### src/hw/apcr_pkg.sv
// Constants, types and field layouts for the audio path configuration registers
// Overview of operation
// First mixer select zero routes line input
// First mixer mode: select, source, or off
// Filter source: first mixer or storage array
// Lowpass powerdown bit zero powers filter up
// Rate select: 8.0, 6.4, 5.3 kHz
// Second mixer mode can pass filter only
// Gain amplifier powerdown zero powers it up
// Input source zero selects gain amplifier
// Volume source code selects second mixer
// Volume powerdown zero powers attenuator up
// Three bit attenuation code, 011 is -12 dB
// Output select: volume or line input
// Stage mode 01: speaker high gain, aux off
// Host writes both when first register changes
// Cueing steps 512 times faster than playback
// Cueing stops at end marker, points next
// Aux gain 0 to 9 dB, 3 dB steps
// Line gain 6 to 15 dB, 3 dB steps
// Host writes first register before second
// Both registers take effect together on SCL rise
// Line out select zero picks mic feed-through
// Register updates only after full 16 bits
package apcr_pkg;

   // Serial port framing; address and command codes are arbitrary choices
   localparam logic [7:0] SLAVE_ADDR_W = 8'h80;
   localparam logic [7:0] CMD_LOAD_BOTH = 8'h8C;
   localparam logic [7:0] CMD_LOAD_SECOND = 8'h8D;
   localparam logic [3:0] BIT_ACK = 4'h8;
   localparam logic [3:0] BIT_LAST = 4'h7;
   localparam logic [1:0] IDX_FIRST_LO = 2'h1;
   localparam logic [1:0] IDX_SECOND_HI = 2'h2;
   localparam logic [1:0] IDX_SECOND_LO = 2'h3;

   // Reset values: everything zero
   localparam logic [15:0] FIRST_CFG_RESET = 16'h0000;
   localparam logic [15:0] SECOND_CFG_RESET = 16'h0000;

   // Field codes
   localparam logic [1:0] FMS_LINE_IN = 2'h0;
   localparam logic [1:0] FMM_SELECT_ONLY = 2'h1;
   localparam logic [1:0] FMM_SOURCE_ONLY = 2'h2;
   localparam logic [1:0] FMM_OFF = 2'h3;
   localparam logic [1:0] SMM_FILTER_ONLY = 2'h2;
   localparam logic [1:0] VSS_SECOND_MIXER = 2'h1;
   localparam logic [1:0] OUT_SEL_VOLUME = 2'h0;
   localparam logic [1:0] OUT_SEL_LINE_IN = 2'h1;
   localparam logic [1:0] OSM_SPEAKER_HIGH = 2'h1;
   localparam logic [2:0] LOS_MIC_THRU = 3'h0;
   localparam logic [3:0] AUX_GAIN_MIN_DB = 4'h0;
   localparam logic [3:0] LINE_GAIN_MIN_DB = 4'h6;
   localparam logic [3:0] GAIN_STEP_DB = 4'h3;

   // Playback step timing: one address step per sample
   localparam int SAMPLE_8K0_NS = 125000;
   localparam int SAMPLE_6K4_NS = 156250;
   localparam int SAMPLE_5K3_NS = 188679;
   localparam int CLK_PERIOD_NS = 10;
   localparam int STEP_8K0_CYC = SAMPLE_8K0_NS / CLK_PERIOD_NS;
   localparam int STEP_6K4_CYC = SAMPLE_6K4_NS / CLK_PERIOD_NS;
   localparam int STEP_5K3_CYC = SAMPLE_5K3_NS / CLK_PERIOD_NS;
   localparam int CUE_SPEEDUP = 512;
   localparam int ADDR_W = 16;

   typedef enum logic [1:0] {
      APCR_RATE_8K0 = 2'b00,
      APCR_RATE_6K4 = 2'b01,
      APCR_RATE_5K3 = 2'b10,
      APCR_RATE_RSVD = 2'b11
   } apcr_rate_t;

   typedef struct packed {
      logic [1:0] line_in_gain;
      logic line_in_powerdown;
      logic [1:0] aux_gain;
      logic aux_powerdown;
      logic input_source_select;
      logic [2:0] line_out_select;
      logic line_out_powerdown;
      logic [1:0] output_select;
      logic [1:0] output_stage_mode;
      logic volume_powerdown;
   } apcr_first_cfg_t;

   typedef struct packed {
      logic [1:0] volume_source_select;
      logic [2:0] attenuation_code;
      logic [1:0] first_mixer_select;
      logic [1:0] first_mixer_mode;
      logic [1:0] second_mixer_mode;
      logic filter_source_select;
      logic [1:0] rate_select;
      logic lowpass_powerdown;
      logic gain_amp_powerdown;
   } apcr_second_cfg_t;

   typedef struct packed {
      logic first_mixer_from_line_in;
      logic first_mixer_pass_select;
      logic first_mixer_pass_source;
      logic first_mixer_on;
      logic filter_from_array;
      logic lowpass_on;
      apcr_rate_t sample_rate;
      logic second_mixer_filter_only;
      logic gain_amp_on;
      logic input_from_gain_amp;
      logic volume_from_second_mixer;
      logic volume_on;
      logic [2:0] attenuation_code;
      logic output_from_volume;
      logic output_from_line_in;
      logic speaker_high_gain;
      logic aux_out_on;
      logic line_out_from_mic;
      logic line_out_on;
      logic [3:0] aux_gain_db;
      logic [3:0] line_in_gain_db;
   } apcr_path_ctrl_t;

endpackage : apcr_pkg

### src/hw/apcr_regs.sv
// Audio path configuration registers, serial register load and message cueing
`timescale 1ns/100ps
module apcr_regs #(
   parameter int STEP_8K0 = apcr_pkg::STEP_8K0_CYC,
   parameter int STEP_6K4 = apcr_pkg::STEP_6K4_CYC,
   parameter int STEP_5K3 = apcr_pkg::STEP_5K3_CYC
) (
   input wire logic ref_clk_i,
   input wire logic sys_rst_i,
   input wire logic scl_i,
   input wire logic sda_i,
   output logic sda_o,
   output logic sda_oe_n_o,
   input wire logic playback_i,
   input wire logic cue_start_i,
   input wire logic message_end_marker_i,
   output apcr_pkg::apcr_first_cfg_t first_cfg_o,
   output apcr_pkg::apcr_second_cfg_t second_cfg_o,
   output apcr_pkg::apcr_path_ctrl_t path_ctrl_o,
   output logic [apcr_pkg::ADDR_W-1:0] message_addr_o,
   output logic cueing_o
);

   typedef enum logic [1:0] {
      APCR_PH_ADDR = 2'b00,
      APCR_PH_CMD = 2'b01,
      APCR_PH_DATA = 2'b10,
      APCR_PH_IGNORE = 2'b11
   } apcr_phase_t;

   typedef enum logic [1:0] {
      APCR_PL_IDLE = 2'b00,
      APCR_PL_PLAY = 2'b01,
      APCR_PL_CUE = 2'b10
   } apcr_play_t;

   logic [2:0] scl_sync_q;
   logic [2:0] sda_sync_q;
   logic scl_rise;
   logic scl_fall;
   logic start_seen;
   logic stop_seen;
   apcr_phase_t phase_q;
   logic [3:0] bit_cnt_q;
   logic [7:0] shift_q;
   logic [7:0] byte_in;
   logic [1:0] idx_q;
   logic ack_q;
   logic [7:0] hold_hi_q;
   logic [15:0] stage_first_q;
   logic stage_valid_q;
   logic both_cmd_q;
   apcr_pkg::apcr_first_cfg_t first_q;
   apcr_pkg::apcr_second_cfg_t second_q;
   apcr_play_t play_q;
   logic [14:0] step_cnt_q;
   logic [14:0] step_limit;
   logic step_due;
   logic [apcr_pkg::ADDR_W-1:0] addr_q;

   // Two-flop synchronisers plus one history flop for edge finding
   always_ff @(posedge ref_clk_i) begin
      if (sys_rst_i) begin
         scl_sync_q <= 3'h7;
         sda_sync_q <= 3'h7;
      end else begin
         scl_sync_q <= {scl_sync_q[1:0], scl_i};
         sda_sync_q <= {sda_sync_q[1:0], sda_i};
      end
   end

   // Edges use only the settled stages, never the first flop
   assign scl_rise = scl_sync_q[1] & ~scl_sync_q[2];
   assign scl_fall = ~scl_sync_q[1] & scl_sync_q[2];
   assign start_seen = scl_sync_q[1] & scl_sync_q[2] & ~sda_sync_q[1] & sda_sync_q[2];
   assign stop_seen = scl_sync_q[1] & scl_sync_q[2] & sda_sync_q[1] & ~sda_sync_q[2];
   assign byte_in = {shift_q[6:0], sda_sync_q[1]};

   // Bit counter and shifter; bits are sampled on SCL rise, MSB first
   always_ff @(posedge ref_clk_i) begin
      if (sys_rst_i) begin
         bit_cnt_q <= 4'h0;
         shift_q <= 8'h00;
      end else if (start_seen || stop_seen) begin
         bit_cnt_q <= 4'h0;
      end else if (scl_rise) begin
         shift_q <= byte_in;
         bit_cnt_q <= (bit_cnt_q == apcr_pkg::BIT_ACK) ? 4'h0 : bit_cnt_q + 4'h1;
      end
   end

   // Transfer phase; each byte is judged on the rise of its eighth bit
   always_ff @(posedge ref_clk_i) begin
      if (sys_rst_i) begin
         phase_q <= APCR_PH_IGNORE;
         idx_q <= 2'h0;
         ack_q <= 1'b0;
         both_cmd_q <= 1'b0;
      end else if (start_seen) begin
         phase_q <= APCR_PH_ADDR;
         idx_q <= 2'h0;
         ack_q <= 1'b0;
         both_cmd_q <= 1'b0;
      end else if (stop_seen) begin
         phase_q <= APCR_PH_IGNORE;
         ack_q <= 1'b0;
      end else if (scl_rise && bit_cnt_q == apcr_pkg::BIT_LAST) begin
         unique case (phase_q)
            APCR_PH_ADDR: begin
               ack_q <= (byte_in == apcr_pkg::SLAVE_ADDR_W);
               phase_q <= (byte_in == apcr_pkg::SLAVE_ADDR_W) ? APCR_PH_CMD : APCR_PH_IGNORE;
            end
            APCR_PH_CMD: begin
               if (byte_in == apcr_pkg::CMD_LOAD_BOTH) begin
                  ack_q <= 1'b1;
                  both_cmd_q <= 1'b1;
                  idx_q <= 2'h0;
                  phase_q <= APCR_PH_DATA;
               end else if (byte_in == apcr_pkg::CMD_LOAD_SECOND) begin
                  ack_q <= 1'b1;
                  idx_q <= apcr_pkg::IDX_SECOND_HI;
                  phase_q <= APCR_PH_DATA;
               end else begin
                  ack_q <= 1'b0;
                  phase_q <= APCR_PH_IGNORE;
               end
            end
            APCR_PH_DATA: begin
               ack_q <= 1'b1;
               idx_q <= idx_q + 2'h1;
               // Bytes past the second register are refused
               if (idx_q == apcr_pkg::IDX_SECOND_LO) begin
                  phase_q <= APCR_PH_IGNORE;
               end
            end
            APCR_PH_IGNORE: begin
               ack_q <= 1'b0;
            end
         endcase
      end
   end

   // Open-drain acknowledge: pull low through the ninth clock
   always_ff @(posedge ref_clk_i) begin
      if (sys_rst_i) begin
         sda_oe_n_o <= 1'b1;
         sda_o <= 1'b0;
      end else if (start_seen || stop_seen) begin
         sda_oe_n_o <= 1'b1;
      end else if (scl_fall) begin
         sda_oe_n_o <= ~(ack_q && bit_cnt_q == apcr_pkg::BIT_ACK);
      end
   end

   // Staging of incoming bytes; nothing reaches the path until a word is whole
   always_ff @(posedge ref_clk_i) begin
      if (sys_rst_i) begin
         hold_hi_q <= 8'h00;
         stage_first_q <= apcr_pkg::FIRST_CFG_RESET;
         stage_valid_q <= 1'b0;
      end else if (start_seen) begin
         stage_valid_q <= 1'b0;
      end else if (scl_rise && bit_cnt_q == apcr_pkg::BIT_LAST && phase_q == APCR_PH_DATA) begin
         if (idx_q == apcr_pkg::IDX_FIRST_LO) begin
            stage_first_q <= {hold_hi_q, byte_in};
            stage_valid_q <= both_cmd_q;
         end else begin
            hold_hi_q <= byte_in;
         end
      end
   end

   // Commit on the SCL rise that completes the second register; a staged first
   // register goes live on the same edge so both settings change together
   always_ff @(posedge ref_clk_i) begin
      if (sys_rst_i) begin
         first_q <= apcr_pkg::FIRST_CFG_RESET;
         second_q <= apcr_pkg::SECOND_CFG_RESET;
      end else if (scl_rise && bit_cnt_q == apcr_pkg::BIT_LAST && phase_q == APCR_PH_DATA
                   && idx_q == apcr_pkg::IDX_SECOND_LO) begin
         second_q <= {hold_hi_q, byte_in};
         if (stage_valid_q) begin
            first_q <= stage_first_q;
         end
      end
   end

   // Registered path decode feeding the analogue switches and power controls
   always_ff @(posedge ref_clk_i) begin
      if (sys_rst_i) begin
         path_ctrl_o <= '0;
      end else begin
         path_ctrl_o.first_mixer_from_line_in <=
            (second_q.first_mixer_select == apcr_pkg::FMS_LINE_IN);
         path_ctrl_o.first_mixer_pass_select <=
            (second_q.first_mixer_mode == apcr_pkg::FMM_SELECT_ONLY);
         path_ctrl_o.first_mixer_pass_source <=
            (second_q.first_mixer_mode == apcr_pkg::FMM_SOURCE_ONLY);
         path_ctrl_o.first_mixer_on <= (second_q.first_mixer_mode != apcr_pkg::FMM_OFF);
         path_ctrl_o.filter_from_array <= second_q.filter_source_select;
         path_ctrl_o.lowpass_on <= ~second_q.lowpass_powerdown;
         path_ctrl_o.sample_rate <= apcr_pkg::apcr_rate_t'(second_q.rate_select);
         path_ctrl_o.second_mixer_filter_only <=
            (second_q.second_mixer_mode == apcr_pkg::SMM_FILTER_ONLY);
         path_ctrl_o.gain_amp_on <= ~second_q.gain_amp_powerdown;
         path_ctrl_o.input_from_gain_amp <= ~first_q.input_source_select;
         path_ctrl_o.volume_from_second_mixer <=
            (second_q.volume_source_select == apcr_pkg::VSS_SECOND_MIXER);
         path_ctrl_o.volume_on <= ~first_q.volume_powerdown;
         path_ctrl_o.attenuation_code <= second_q.attenuation_code;
         path_ctrl_o.output_from_volume <=
            (first_q.output_select == apcr_pkg::OUT_SEL_VOLUME);
         path_ctrl_o.output_from_line_in <=
            (first_q.output_select == apcr_pkg::OUT_SEL_LINE_IN);
         path_ctrl_o.speaker_high_gain <=
            (first_q.output_stage_mode == apcr_pkg::OSM_SPEAKER_HIGH);
         path_ctrl_o.aux_out_on <=
            (first_q.output_stage_mode != apcr_pkg::OSM_SPEAKER_HIGH);
         path_ctrl_o.line_out_from_mic <=
            (first_q.line_out_select == apcr_pkg::LOS_MIC_THRU);
         path_ctrl_o.line_out_on <= ~first_q.line_out_powerdown;
         path_ctrl_o.aux_gain_db <= apcr_pkg::AUX_GAIN_MIN_DB
            + 4'(first_q.aux_gain * apcr_pkg::GAIN_STEP_DB);
         path_ctrl_o.line_in_gain_db <= apcr_pkg::LINE_GAIN_MIN_DB
            + 4'(first_q.line_in_gain * apcr_pkg::GAIN_STEP_DB);
      end
   end

   assign first_cfg_o = first_q;
   assign second_cfg_o = second_q;

   // Step period follows the selected sample rate; cueing divides it by 512.
   // The reserved rate code falls back to the 8.0 kHz timing.
   always_comb begin
      unique case (second_q.rate_select)
         2'b01: step_limit = 15'(STEP_6K4);
         2'b10: step_limit = 15'(STEP_5K3);
         default: step_limit = 15'(STEP_8K0);
      endcase
      if (play_q == APCR_PL_CUE) begin
         step_limit = 15'(step_limit / 15'(apcr_pkg::CUE_SPEEDUP));
      end
   end

   assign step_due = (step_cnt_q >= step_limit - 15'h1);

   // Step timer; restarts on every mode change so a step never comes early
   always_ff @(posedge ref_clk_i) begin
      if (sys_rst_i) begin
         step_cnt_q <= 15'h0;
      end else if (play_q == APCR_PL_IDLE || cue_start_i || step_due) begin
         step_cnt_q <= 15'h0;
      end else begin
         step_cnt_q <= step_cnt_q + 15'h1;
      end
   end

   // Playback and cueing sequencer
   always_ff @(posedge ref_clk_i) begin
      if (sys_rst_i) begin
         play_q <= APCR_PL_IDLE;
      end else begin
         unique case (play_q)
            APCR_PL_IDLE: begin
               if (playback_i) begin
                  play_q <= APCR_PL_PLAY;
               end
            end
            APCR_PL_PLAY: begin
               if (!playback_i) begin
                  play_q <= APCR_PL_IDLE;
               end else if (cue_start_i) begin
                  play_q <= APCR_PL_CUE;
               end
            end
            APCR_PL_CUE: begin
               // Cueing halts at the marker; with playback still requested, idle goes back to playback on the next cycle
               if (!playback_i || (step_due && message_end_marker_i)) begin
                  play_q <= APCR_PL_IDLE;
               end
            end
            default: play_q <= APCR_PL_IDLE;
         endcase
      end
   end

   // Message address: one step per period, also past the marker that ends a cue
   always_ff @(posedge ref_clk_i) begin
      if (sys_rst_i) begin
         addr_q <= '0;
      end else if (play_q != APCR_PL_IDLE && step_due) begin
         addr_q <= addr_q + 1'b1;
      end
   end

   assign message_addr_o = addr_q;
   assign cueing_o = (play_q == APCR_PL_CUE);

endmodule : apcr_regs

### config.mk
export PLATFORM = sky130hd
export DESIGN_NAME = apcr_regs
export DESIGN_NICKNAME = d
export VERILOG_FILES = /design/src/hw/apcr_pkg.sv /design/src/hw/apcr_regs.sv
export SDC_FILE = /design/constraint.sdc
export NUM_CORES = 1
export LEC_CHECK = 0
export ABC_CLOCK_PERIOD_IN_PS = 4400
export BUFFER_PORTS_ARGS = -buffer_cell sky130_fd_sc_hd__clkbuf_2
export CORE_UTILIZATION = 57
export DETAILED_ROUTE_END_ITERATION = 10
export GPL_ROUTABILITY_DRIVEN = 0
export PLACE_DENSITY = 0.8
export SYNTH_ARGS = -nofsm -noshare
export SYNTH_HDL_FRONTEND = slang
export SYNTH_SLANG_ARGS = --single-unit
### constraint.sdc
create_clock -name ref_clk_i -period 4.4 [get_ports ref_clk_i]
set_input_delay 0.88 -clock ref_clk_i [delete_from_list [all_inputs] [get_ports ref_clk_i]]
set_output_delay 0.88 -clock ref_clk_i [all_outputs]
set_load 0.02 [all_outputs]
==> results of run 1 <==
## kinds of logic (layout without fill, tap and decap cells)
family,Yosys count,count (layout),synth area share
AOI/OAI and AO/OA,126,126,0.118
DFF,144,144,0.483
and+or+nand+nor,303,303,0.236
xor gates and xnor gates,16,16,0.0235
buffers and inverters,61,144,0.0444
adders and majority gates,36,36,0.0767
other,2,2,0.00126
muxes,10,10,0.0168
## Yosys cell counts (2+ instances only)
cell	count
dfxtp_1	144
nand2_1	137
a21oi_1	87
nor2_1	64
ha_1	35
inv_1	25
clkbuf_1	23
nand3_1	20
o21ai_0	15
mux2i_1	10
nand2b_1	9
nor2b_1	9
or3_1	9
xnor2_1	9
and3_1	8
nor3_1	8
or2_2	8
xor2_1	7
nand4_1	6
nor3b_1	6
buf_2	5
buf_4	4
o31ai_1	4
or4_1	4
a211oi_1	3
nand3b_1	3
a211o_1	2
and2_1	2
buf_1	2
buf_6	2
conb_1	2
nand4b_1	2
o41ai_1	2
## placed cells by master, fill, tap and decap left out, drive strengths merged, types with 3 or more instances in the layout
| cell | count |
|---|---|
| a211oi | 4 |
| o31ai | 4 |
| clkinvlp | 3 |
| mux2i | 10 |
| inv | 30 |
| bufinv | 3 |
| dfxtp | 144 |
| clkbuf | 104 |
| nand4 | 6 |
| and3 | 8 |
| o21ai | 16 |
| or4 | 4 |
| nand2 | 137 |
| nor3 | 8 |
| ha | 35 |
| xnor2 | 9 |
| xor2 | 7 |
| nor3b | 7 |
| nor2 | 64 |
| or3 | 9 |
| a21oi | 87 |
| or2 | 8 |
| nand3 | 20 |
| nor2b | 9 |
| nand2b | 9 |
| nand3b | 3 |
## power by group through the flow
stage	sequential, mW	combinational (mW)	clock (mW)
CTS	1.32	0.0618	1.47
global route	1.32	0.0686	1.53
global placement	1.35	0.0598	0
floorplan	1.35	0.0400	0
detailed placement	1.35	0.0615	0
finish	1.32	0.0617	1.45
## cell type report
type                       count  area (sq um)
fill                         777          2950
tap                          133           166
clock inverter                13           176
inverter                      25          93.8
multi-input combinational    493          2820
sequential                   144          2880
timing repair buffer          87           440
clock buffer                  19           422
## flip-flops by register name, indices dropped and copies added, names as in the netlist, 2 cells and up
register,count
step_cnt_q,15
first_cfg_o,16
shift_q,7
scl_sync_q,3
second_cfg_o,16
play_q,2
idx_q,2
sda_sync_q,3
phase_q,2
message_addr_o,16
path_ctrl_o,30
hold_hi_q,8
stage_first_q,16
bit_cnt_q,4
## how the worst max path moves through the flow
stage	end	slack, ns
4_1_cts	message_addr_o[8]	0.57
6_report	message_addr_o[8]	0.51
3_3_place_gp	message_addr_o[1]	0.85
2_1_floorplan	message_addr_o[1]	0.99
5_1_grt	message_addr_o[8]	0.13
3_5_place_dp	message_addr_o[8]	0.61
## per-layer routing
metal  GRT usage  vias to the layer above
met5           0                        -
met4       0.116                        0
met1       0.312                     2355
met3      0.0539                       25
met2       0.390                      163
li1            -                     2490
==> metrics.cfg, run 1 <==
[run_status]
run_status = finished, final reports clean

[clocking]
clock_insertion_delay_worst_skew_ns = 0.52
clock_tree.root_cell = clkbuf_8
cts_sinks = 144
clock_tree_from_tritoncts = yes
h_tree_depth = 4
cts_post_setup_buffers_inserted = 0
clockBufferDepth = 2
ctsResizeCount = 0
cts_inserted_buffers = 17
clk_pin_slew_worst_paths_ns = 0.06
cts.hold.buffers_added = 0

[placed_design]
hpwlAfterDp_um = 8580
dpl_worst_slack_ns = 0.611
place_area_sq_um = 6400
numPlacedInstances = 882
port_buffers = 86

[global_routing]
grt_antenna_before_repair = 0
first_global_vias = 4641
grt_use_total = 0.244
grt_overflow_total = 0
global_route_wire_length_before_repair_um = 21500
grt_start_max_net_pins = 71

[yosys]
synth-main-ff-cell = dfxtp_1
synth_nets = 741
netlist.top_cell.by_area = dfxtp_1
synth-seq-area-share = 0.483
yosysWarningCount = 0
post_synth_main_area_contributors = dfxtp_1 48%, nand2_1 8.6%, ha_1 7.3%
synth-edff-count = 0
synth_top_area_share = 0.483
synth-async-reset-ratio = 0
syn-cell-area_sq_um = 5970
unique_cell_type_count_in_the_yosys_netlist = 55
yosys_register_bits = 144
synthesis.area_per_instance_sq_um = 8.55
postSynthCellCount = 698

[critical_path]
worst_setup_path_startpoint = play_q[0]
timing.critical_path.required_ns = 4.84
crit-reg2reg-capture = message_addr_o[8]
timing.critical_path.depth = 13
timing.critical_path.slowest_cell_delay_ns = 0.74
crit_path_start_kind = flop
r2r.worst_path.cells = 13
critical_path_arrival_ns = 4.33
ff2ff_setup_slack_ns = 0.51
critical_path.cell_chain = nand2b_1 > inv_1 > fa_1 > nor3_1 > nand2_1 > o211ai_1 > ha_1 > a211oi_1 > nor2_1 > a211oi_2 > o31a_1 > o21ai_0 > a21oi_1
worst_setup_path_end_kind = flop
timing_worst_setup_path_type = reg -> reg
worst_path_max_delay_cell = o31a_1
worst-path-max-fanout = 28
timing.critical_path.buf_inv = 1
worst_path_dominant_cell_family = compound AO/OA/AOI/OAI gates
rr_startpoint = play_q[0]

[layout]
finish.utilization = 0.703
final_nets = 811
post_route_standard_cell_area_excluding_fillers_sq_um = 7000
fraction_of_layout_instances_using_a_drive_strength_above_1 = 0.164
area_added_between_synthesis_and_finish_pct = 17.3
number_of_antenna_diodes = 0
instances_no_fill = 914

[floorplanning]
i_o_pin_count = 88
rows = 36
die_area_sq_um = 10900
die_w_um = 104
initial_utilization = 0.600
fp.dieH_um = 104
core_area_sq_um = 9950

[hold_path]
critical_hold_path_startpoint = scl_sync_q[0]
worst_hold_path.num_cells = 1
worst_hold_path_type = reg -> reg
whs_endpoint = scl_sync_q[1]

[timing]
rsz0062_at_grt = false
worst-slew-pin-transition_ns = 0.865
layout_worst_path_cycle_share = 0.884
skew_ns = 0.00682
slew_viol_final = 0
timing.hold.ws_ns = 0.421
setup_tns_ns = 0
final-setup-viol-count = 0
hold_viol = 0
timing.fmax_ghz = 0.257
min_period_ns = 3.89
setup_ws_ns = 0.512
relative_slew_slack = 0.424

[power]
power.leakage_nw = 2.82
power-per-cell-area_nw_per_um2 = 404
share_seq_of_total_power = 0.467
power.share.switching = 0.219
internal_power_contribution_mw = 2.21
power_mw = 2.83
power_switching_mw = 0.620
combPwrFrac = 0.022
power_frac_clock = 0.511
power.ir.vdd_worst_uv = 252

[detailed_routing]
vias = 5033
postRouteAntennaNets = 0
detail_route.first_pass.iterations = 4
wl_met3_um = 594
drt_iter0_drc = 238
drc_errors = 0
met2WireLength_um = 6190
detail_route.wirelength_um = 12700
maxUsedRoutingLayer = met4
vias_per_cell = 5.51
routedLengthMet1_um = 5690
wl_per_cell_um = 13.9

[run]
maxCapViolations = 0

(Power assumes the default switching activity.)
==> run 2: changes to the inputs <==
--- a/config.mk
+++ b/config.mk
@@ -11,6 +11,7 @@
 export DETAILED_ROUTE_END_ITERATION = 10
 export GPL_ROUTABILITY_DRIVEN = 0
 export PLACE_DENSITY = 0.8
+export REMOVE_ABC_BUFFERS = 1
 export SYNTH_ARGS = -nofsm -noshare
 export SYNTH_HDL_FRONTEND = slang
 export SYNTH_SLANG_ARGS = --single-unit
==> run 2 against run 1 <==
  * Sequential share of layout area barely moved
  * Count of clock-buffer cells in the layout up 4
  * Final area about the same
  * Hold slack lost 0.0093 ns
  * Register-to-register slack improved by 0.08 ns
==> metrics.cfg, run 2 (synthesis gave the netlist of run 1 again) <==
[global_routing]
grt_use_total = 0.250  ; +0.00542
grt_antenna_before_repair = 0  ; unchanged
global_route_wire_length_before_repair_um = 21900  ; +1.7%
first_global_vias = 4805  ; +3.5%
grt_start_max_net_pins = 76  ; +7.0%
grt_overflow_total = 0  ; unchanged

[power]
share_seq_of_total_power = 0.466  ; about the same
power-per-cell-area_nw_per_um2 = 404  ; about the same
power.leakage_nw = 2.83  ; +0.31%
power_switching_mw = 0.576  ; -7.1%
power.share.switching = 0.203  ; -0.0158
combPwrFrac = 0.022  ; about the same
power_frac_clock = 0.512  ; about the same
internal_power_contribution_mw = 2.26  ; +2.1%
power.ir.vdd_worst_uv = 283  ; +12%

[critical_path]
timing.critical_path.required_ns = 4.85  ; about the same
worst_setup_path_end_kind = flop
crit_path_start_kind = flop
worst_path_max_delay_cell = o31a_1
timing_worst_setup_path_type = reg -> reg
worst-path-max-fanout = 28  ; unchanged
critical_path_arrival_ns = 4.25  ; -0.08 ns
critical_path.cell_chain = nand2b_1 > inv_1 > fa_1 > nor3_1 > nand2_1 > o211ai_1 > ha_1 > a211oi_1 > nor2_1 > a211oi_2 > o31a_1 > o21ai_0 > a21oi_1
timing.critical_path.slowest_cell_delay_ns = 0.72  ; -0.02 ns

[detailed_routing]
detail_route.first_pass.iterations = 5  ; +1
vias_per_cell = 5.54  ; +0.63%
detail_route.wirelength_um = 13100  ; +3.1%
postRouteAntennaNets = 0  ; unchanged
drt_iter0_drc = 241  ; +1.3%
wl_per_cell_um = 14.4  ; +3.3%
vias = 5059  ; +0.52%
drc_errors = 0  ; unchanged

[floorplanning]
core_area_sq_um = 9950  ; unchanged
initial_utilization = 0.600  ; unchanged
i_o_pin_count = 88  ; unchanged
fp.dieH_um = 104  ; unchanged
die_area_sq_um = 10900  ; unchanged
rows = 36  ; unchanged
die_w_um = 104  ; unchanged

[timing]
worst-slew-pin-transition_ns = 0.850  ; -0.0147 ns
slew_viol_final = 0  ; unchanged
layout_worst_path_cycle_share = 0.865  ; -0.0182
final-setup-viol-count = 0  ; unchanged
skew_ns = 0.00552  ; -0.00129 ns
timing.fmax_ghz = 0.263  ; +2.1%
relative_slew_slack = 0.433  ; +0.00982
rsz0062_at_grt = false
timing.hold.ws_ns = 0.411  ; -0.00931 ns
min_period_ns = 3.81  ; -0.0802 ns
setup_tns_ns = 0  ; unchanged
hold_viol = 0  ; unchanged

[placed_design]
place_area_sq_um = 6400  ; unchanged
numPlacedInstances = 882  ; unchanged
hpwlAfterDp_um = 8830  ; +2.9%
port_buffers = 86  ; unchanged

[clocking]
cts_sinks = 144  ; unchanged
clock_tree_from_tritoncts = yes
clk_pin_slew_worst_paths_ns = 0.06  ; about the same
cts_inserted_buffers = 17  ; unchanged
clockBufferDepth = 2  ; unchanged
clock_insertion_delay_worst_skew_ns = 0.53  ; about the same
cts.hold.buffers_added = 0  ; unchanged
h_tree_depth = 4  ; unchanged
ctsResizeCount = 0  ; unchanged
cts_post_setup_buffers_inserted = 0  ; unchanged
clock_tree.root_cell = clkbuf_8

[layout]
most-common-layout-cells = 144 x dfxtp_1, 137 x nand2_1, 87 x a21oi_1
multi_input_comb_area_sq_um = 2820  ; unchanged
layout.cells.most_common = dfxtp_1
largest_register_ff_count = 30  ; unchanged
fraction_of_layout_instances_using_a_drive_strength_above_1 = 0.163  ; -0.00107
number_of_antenna_diodes = 0  ; unchanged
area_added_between_synthesis_and_finish_pct = 17.4  ; about the same
final_nets = 811  ; unchanged
finish.utilization = 0.704  ; about the same
seq_area_sq_um = 2880  ; unchanged
largest_register = path_ctrl_o
fillerInstances = 747  ; -3.9%
instances_no_fill = 913  ; -0.11%
post_route_standard_cell_area_excluding_fillers_sq_um = 7010  ; about the same

[run]
maxCapViolations = 0  ; unchanged

[run_status]
run_status = finished, final reports clean

[hold_path]
worst_hold_path_type = reg -> reg

==> run 2: critical path, delay by kind of cell (launching register included) <==
kind,cells,cell delay [ns]
AOI/OAI and AO/OA,6,1.68
adders and majority gates,2,0.79
buffers and inverters,1,0.17
DFF,1,0.36
and+or+nand+nor,4,0.72
==> run 2: worst paths after layout <==
path                            cells past startpoint     startpoint  slack, ns                 to
worst max-delay path                               13      play_q[0]       0.59  message_addr_o[4]
worst min-delay path                                1  sda_sync_q[0]       0.41      sda_sync_q[1]
worst max register to register                     13      play_q[0]       0.59  message_addr_o[4]
worst min register to register                      1  sda_sync_q[0]       0.41      sda_sync_q[1]
==> run 2: cell type report <==
type                    count  share of cell area
clock inverters             8              0.0182
inverters                  25              0.0134
multi-input cells         493               0.402
well taps                 133              0.0237
repair buffers             87              0.0628
flip-flops and latches    144               0.411
clock buffers              23              0.0680
==> run 2: per-layer routing <==
metal | vias up | global-route usage | share of wire
li1 | 2484 | - | -
met1 | 2411 | 0.284 | 0.40
met2 | 137 | 0.442 | 0.52
met3 | 27 | 0.0608 | 0.051
met4 | 0 | 0.105 | 0.023
met5 | - | 0 | 0
==> run 2: power by group through the flow <==
stage | sequential, mW | combinational (mW) | clock [mW]
2_1_floorplan | 1.36 | 0.0234 | 0
3_3_place_gp | 1.35 | 0.0597 | 0
3_5_place_dp | 1.35 | 0.0619 | 0
4_1_cts | 1.32 | 0.0624 | 1.46
5_1_grt | 1.32 | 0.0684 | 1.52
6_report | 1.32 | 0.0622 | 1.45
==> run 2: metrics by stage <==
| step | total power, mW | setup WS (ns) |
|---|---|---|
| 2_1_floorplan | 1.38 | 1.02 |
| 3_3_place_gp | 1.41 | 0.913 |
| 3_5_place_dp | 1.41 | 0.735 |
| 4_1_cts | 2.85 | 0.605 |
| 5_1_grt | 2.91 | 0.183 |
| 6_report | 2.83 | 0.592 |
==> run 3: changes to the inputs <==
--- a/config.mk
+++ b/config.mk
@@ -10,6 +10,7 @@
 export CORE_UTILIZATION = 57
 export DETAILED_ROUTE_END_ITERATION = 10
 export GPL_ROUTABILITY_DRIVEN = 0
+export GPL_TIMING_DRIVEN = 0
 export PLACE_DENSITY = 0.8
 export REMOVE_ABC_BUFFERS = 1
 export SYNTH_ARGS = -nofsm -noshare
==> run 3 against run 2 <==
  * First-iteration DRC count is 19% lower
  * Sequential power hardly changed
  * Non-clock buffer count stayed put
  * Cell count stayed put
  * Fmax is 3.0% lower
  * Die area stayed put
  * Worst setup slack worse by 0.12 ns
  * Utilization is 0.19 points lower
  * Clock power is 7% lower
  * Count of clock-buffer cells in the layout is 1 higher
  * Critical path depth stayed put
  * Hold slack worse by 0.00085 ns
==> metrics.cfg, run 3 (synthesis gave the netlist of run 1 again) <==
[run_status]
run_status = finished, final reports clean

[clocking]
cts_post_setup_buffers_inserted = 0  ; unchanged
cts_inserted_buffers = 17  ; unchanged
clock_tree.root_cell = clkbuf_8
clock_insertion_delay_worst_skew_ns = 0.52  ; about the same
clk_pin_slew_worst_paths_ns = 0.06  ; about the same
cts_sinks = 144  ; unchanged
h_tree_depth = 4  ; unchanged
clockBufferDepth = 2  ; unchanged
cts.hold.buffers_added = 0  ; unchanged
ctsResizeCount = 0  ; unchanged
clock_tree_from_tritoncts = yes

[floorplanning]
initial_utilization = 0.600  ; unchanged
i_o_pin_count = 88  ; unchanged
die_w_um = 104  ; unchanged
core_area_sq_um = 9950  ; unchanged
rows = 36  ; unchanged
fp.dieH_um = 104  ; unchanged
die_area_sq_um = 10900  ; unchanged

[hold_path]
worst_hold_path.num_cells = 1  ; unchanged
critical_hold_path_startpoint = scl_sync_q[0]
worst_hold_path_type = reg -> reg
whs_endpoint = scl_sync_q[1]

[critical_path]
worst_setup_path_end_kind = flop
ff2ff_setup_slack_ns = 0.47  ; -0.12 ns
worst_path_max_delay_cell = o31a_1
worst-path-max-fanout = 28  ; unchanged
critical_path.cell_chain = nand2b_1 > inv_1 > fa_1 > nor3_1 > nand2_1 > o211ai_1 > ha_1 > a211oi_1 > nor2_1 > a211oi_2 > o31a_1 > o21ai_0 > a21oi_1
crit-reg2reg-capture = message_addr_o[10]
critical_path_arrival_ns = 4.38  ; +0.13 ns
crit_path_start_kind = flop
timing.critical_path.required_ns = 4.85  ; about the same
rr_startpoint = play_q[0]
r2r.worst_path.cells = 13  ; unchanged
timing_worst_setup_path_type = reg -> reg
timing.critical_path.slowest_cell_delay_ns = 0.74  ; +0.02 ns

[global_routing]
grt_antenna_before_repair = 0  ; unchanged
grt_use_total = 0.240  ; -0.00980
first_global_vias = 4737  ; -1.4%
global_route_wire_length_before_repair_um = 21300  ; -2.9%
grt_start_max_net_pins = 97  ; +28%
grt_overflow_total = 0  ; unchanged

[timing]
setup_ws_ns = 0.474  ; -0.118 ns
worst-slew-pin-transition_ns = 0.871  ; +0.0210 ns
rsz0062_at_grt = false
min_period_ns = 3.93  ; +0.118 ns
timing.hold.ws_ns = 0.411  ; -0.000853 ns
layout_worst_path_cycle_share = 0.892  ; +0.0268
slew_viol_final = 0  ; unchanged
final-setup-viol-count = 0  ; unchanged
relative_slew_slack = 0.419  ; -0.0140
timing.fmax_ghz = 0.255  ; -3.0%
hold_viol = 0  ; unchanged
skew_ns = 0.00725  ; +0.00172 ns
setup_tns_ns = 0  ; unchanged

[layout]
area_added_between_synthesis_and_finish_pct = 17.1
finish.utilization = 0.702  ; -0.00189
layout.cells.most_common = dfxtp_1
fillerInstances = 761  ; +1.9%
instances_no_fill = 913  ; unchanged
post_route_standard_cell_area_excluding_fillers_sq_um = 6990  ; -0.27%
largest_register = path_ctrl_o
number_of_antenna_diodes = 0  ; unchanged
fraction_of_layout_instances_using_a_drive_strength_above_1 = 0.163  ; unchanged
largest_register_ff_count = 30  ; unchanged
final_nets = 811  ; unchanged
most-common-layout-cells = 144 x dfxtp_1, 137 x nand2_1, 87 x a21oi_1

[power]
power_mw = 2.73  ; -3.5%
power.ir.vdd_worst_uv = 242  ; -14%
power-per-cell-area_nw_per_um2 = 391  ; -3.3%
power.leakage_nw = 2.81  ; -0.45%

[placed_design]
place_area_sq_um = 6420  ; +0.31%
port_buffers = 86  ; unchanged
hpwlAfterDp_um = 8430  ; -4.4%
numPlacedInstances = 882  ; unchanged
dpl_worst_slack_ns = 0.530  ; -0.205 ns

[detailed_routing]
drc_errors = 0  ; unchanged
wl_per_cell_um = 13.7  ; -4.7%
vias_per_cell = 5.44  ; -1.9%
maxUsedRoutingLayer = met4
detail_route.first_pass.iterations = 5  ; unchanged
met2WireLength_um = 6400  ; -6.7%
detail_route.wirelength_um = 12500  ; -4.7%
vias = 4964  ; -1.9%
postRouteAntennaNets = 0  ; unchanged
drt_iter0_drc = 196  ; -19%
routedLengthMet1_um = 5420  ; +2.2%
wl_met3_um = 499  ; -25%

[run]
maxCapViolations = 0  ; unchanged

## run 3: changes by cell type in the layout (fill, tap and decap cells not counted), sizes merged
cell      previous run  this run
clkinvlp             2         3
clkinv               2         1
inv                 26        27
buf                  2         1
bufinv               3         1
clkbuf             108       110
## run 3: worst max-delay path by stage
stage	slack (ns)	end	startpoint
after CTS	0.48	message_addr_o[13]	play_q[0]
after floorplan	1.02	message_addr_o[11]	play_q[0]
after global routing	0.09	message_addr_o[10]	play_q[0]
final	0.47	message_addr_o[10]	play_q[0]
after detailed placement	0.53	message_addr_o[4]	play_q[0]
after global placement	0.73	message_addr_o[1]	play_q[0]
## run 3: critical path: cells and delay by family (launching register included)
family                     cells  cell delay [ns]
AOI/OAI and AO/OA              6             1.70
and+or+nand+nor                4             0.81
adders and majority gates      2             0.79
DFF                            1             0.36
buffers and inverters          1             0.18
## run 3: per-layer routing
| layer | up-vias | GRT usage |
|---|---|---|
| met5 | - | 0 |
| met4 | 0 | 0.0939 |
| met3 | 22 | 0.0589 |
| met2 | 124 | 0.421 |
| met1 | 2327 | 0.279 |
| li1 | 2491 | - |
## run 3: power breakdown
part | switching, mW | total, mW | leakage [nW] | internal (mW)
registers | 0.00645 | 1.32 | 1.17 | 1.31
clock network | 0.523 | 1.35 | 0.270 | 0.825
logic | 0.0436 | 0.0635 | 1.38 | 0.0200
## run 3: cell type report
| class | instances | area (sq um) | share of cell area |
|---|---|---|---|
| clock inverter | 7 | 75.1 | 0.0107 |
| inverter | 25 | 93.8 | 0.0134 |
| tap | 133 | 166 | 0.0238 |
| multi-input combinational | 493 | 2820 | 0.404 |
| timing repair buffer | 87 | 460 | 0.0659 |
| clock buffer | 24 | 490 | 0.0702 |
| sequential | 144 | 2880 | 0.412 |
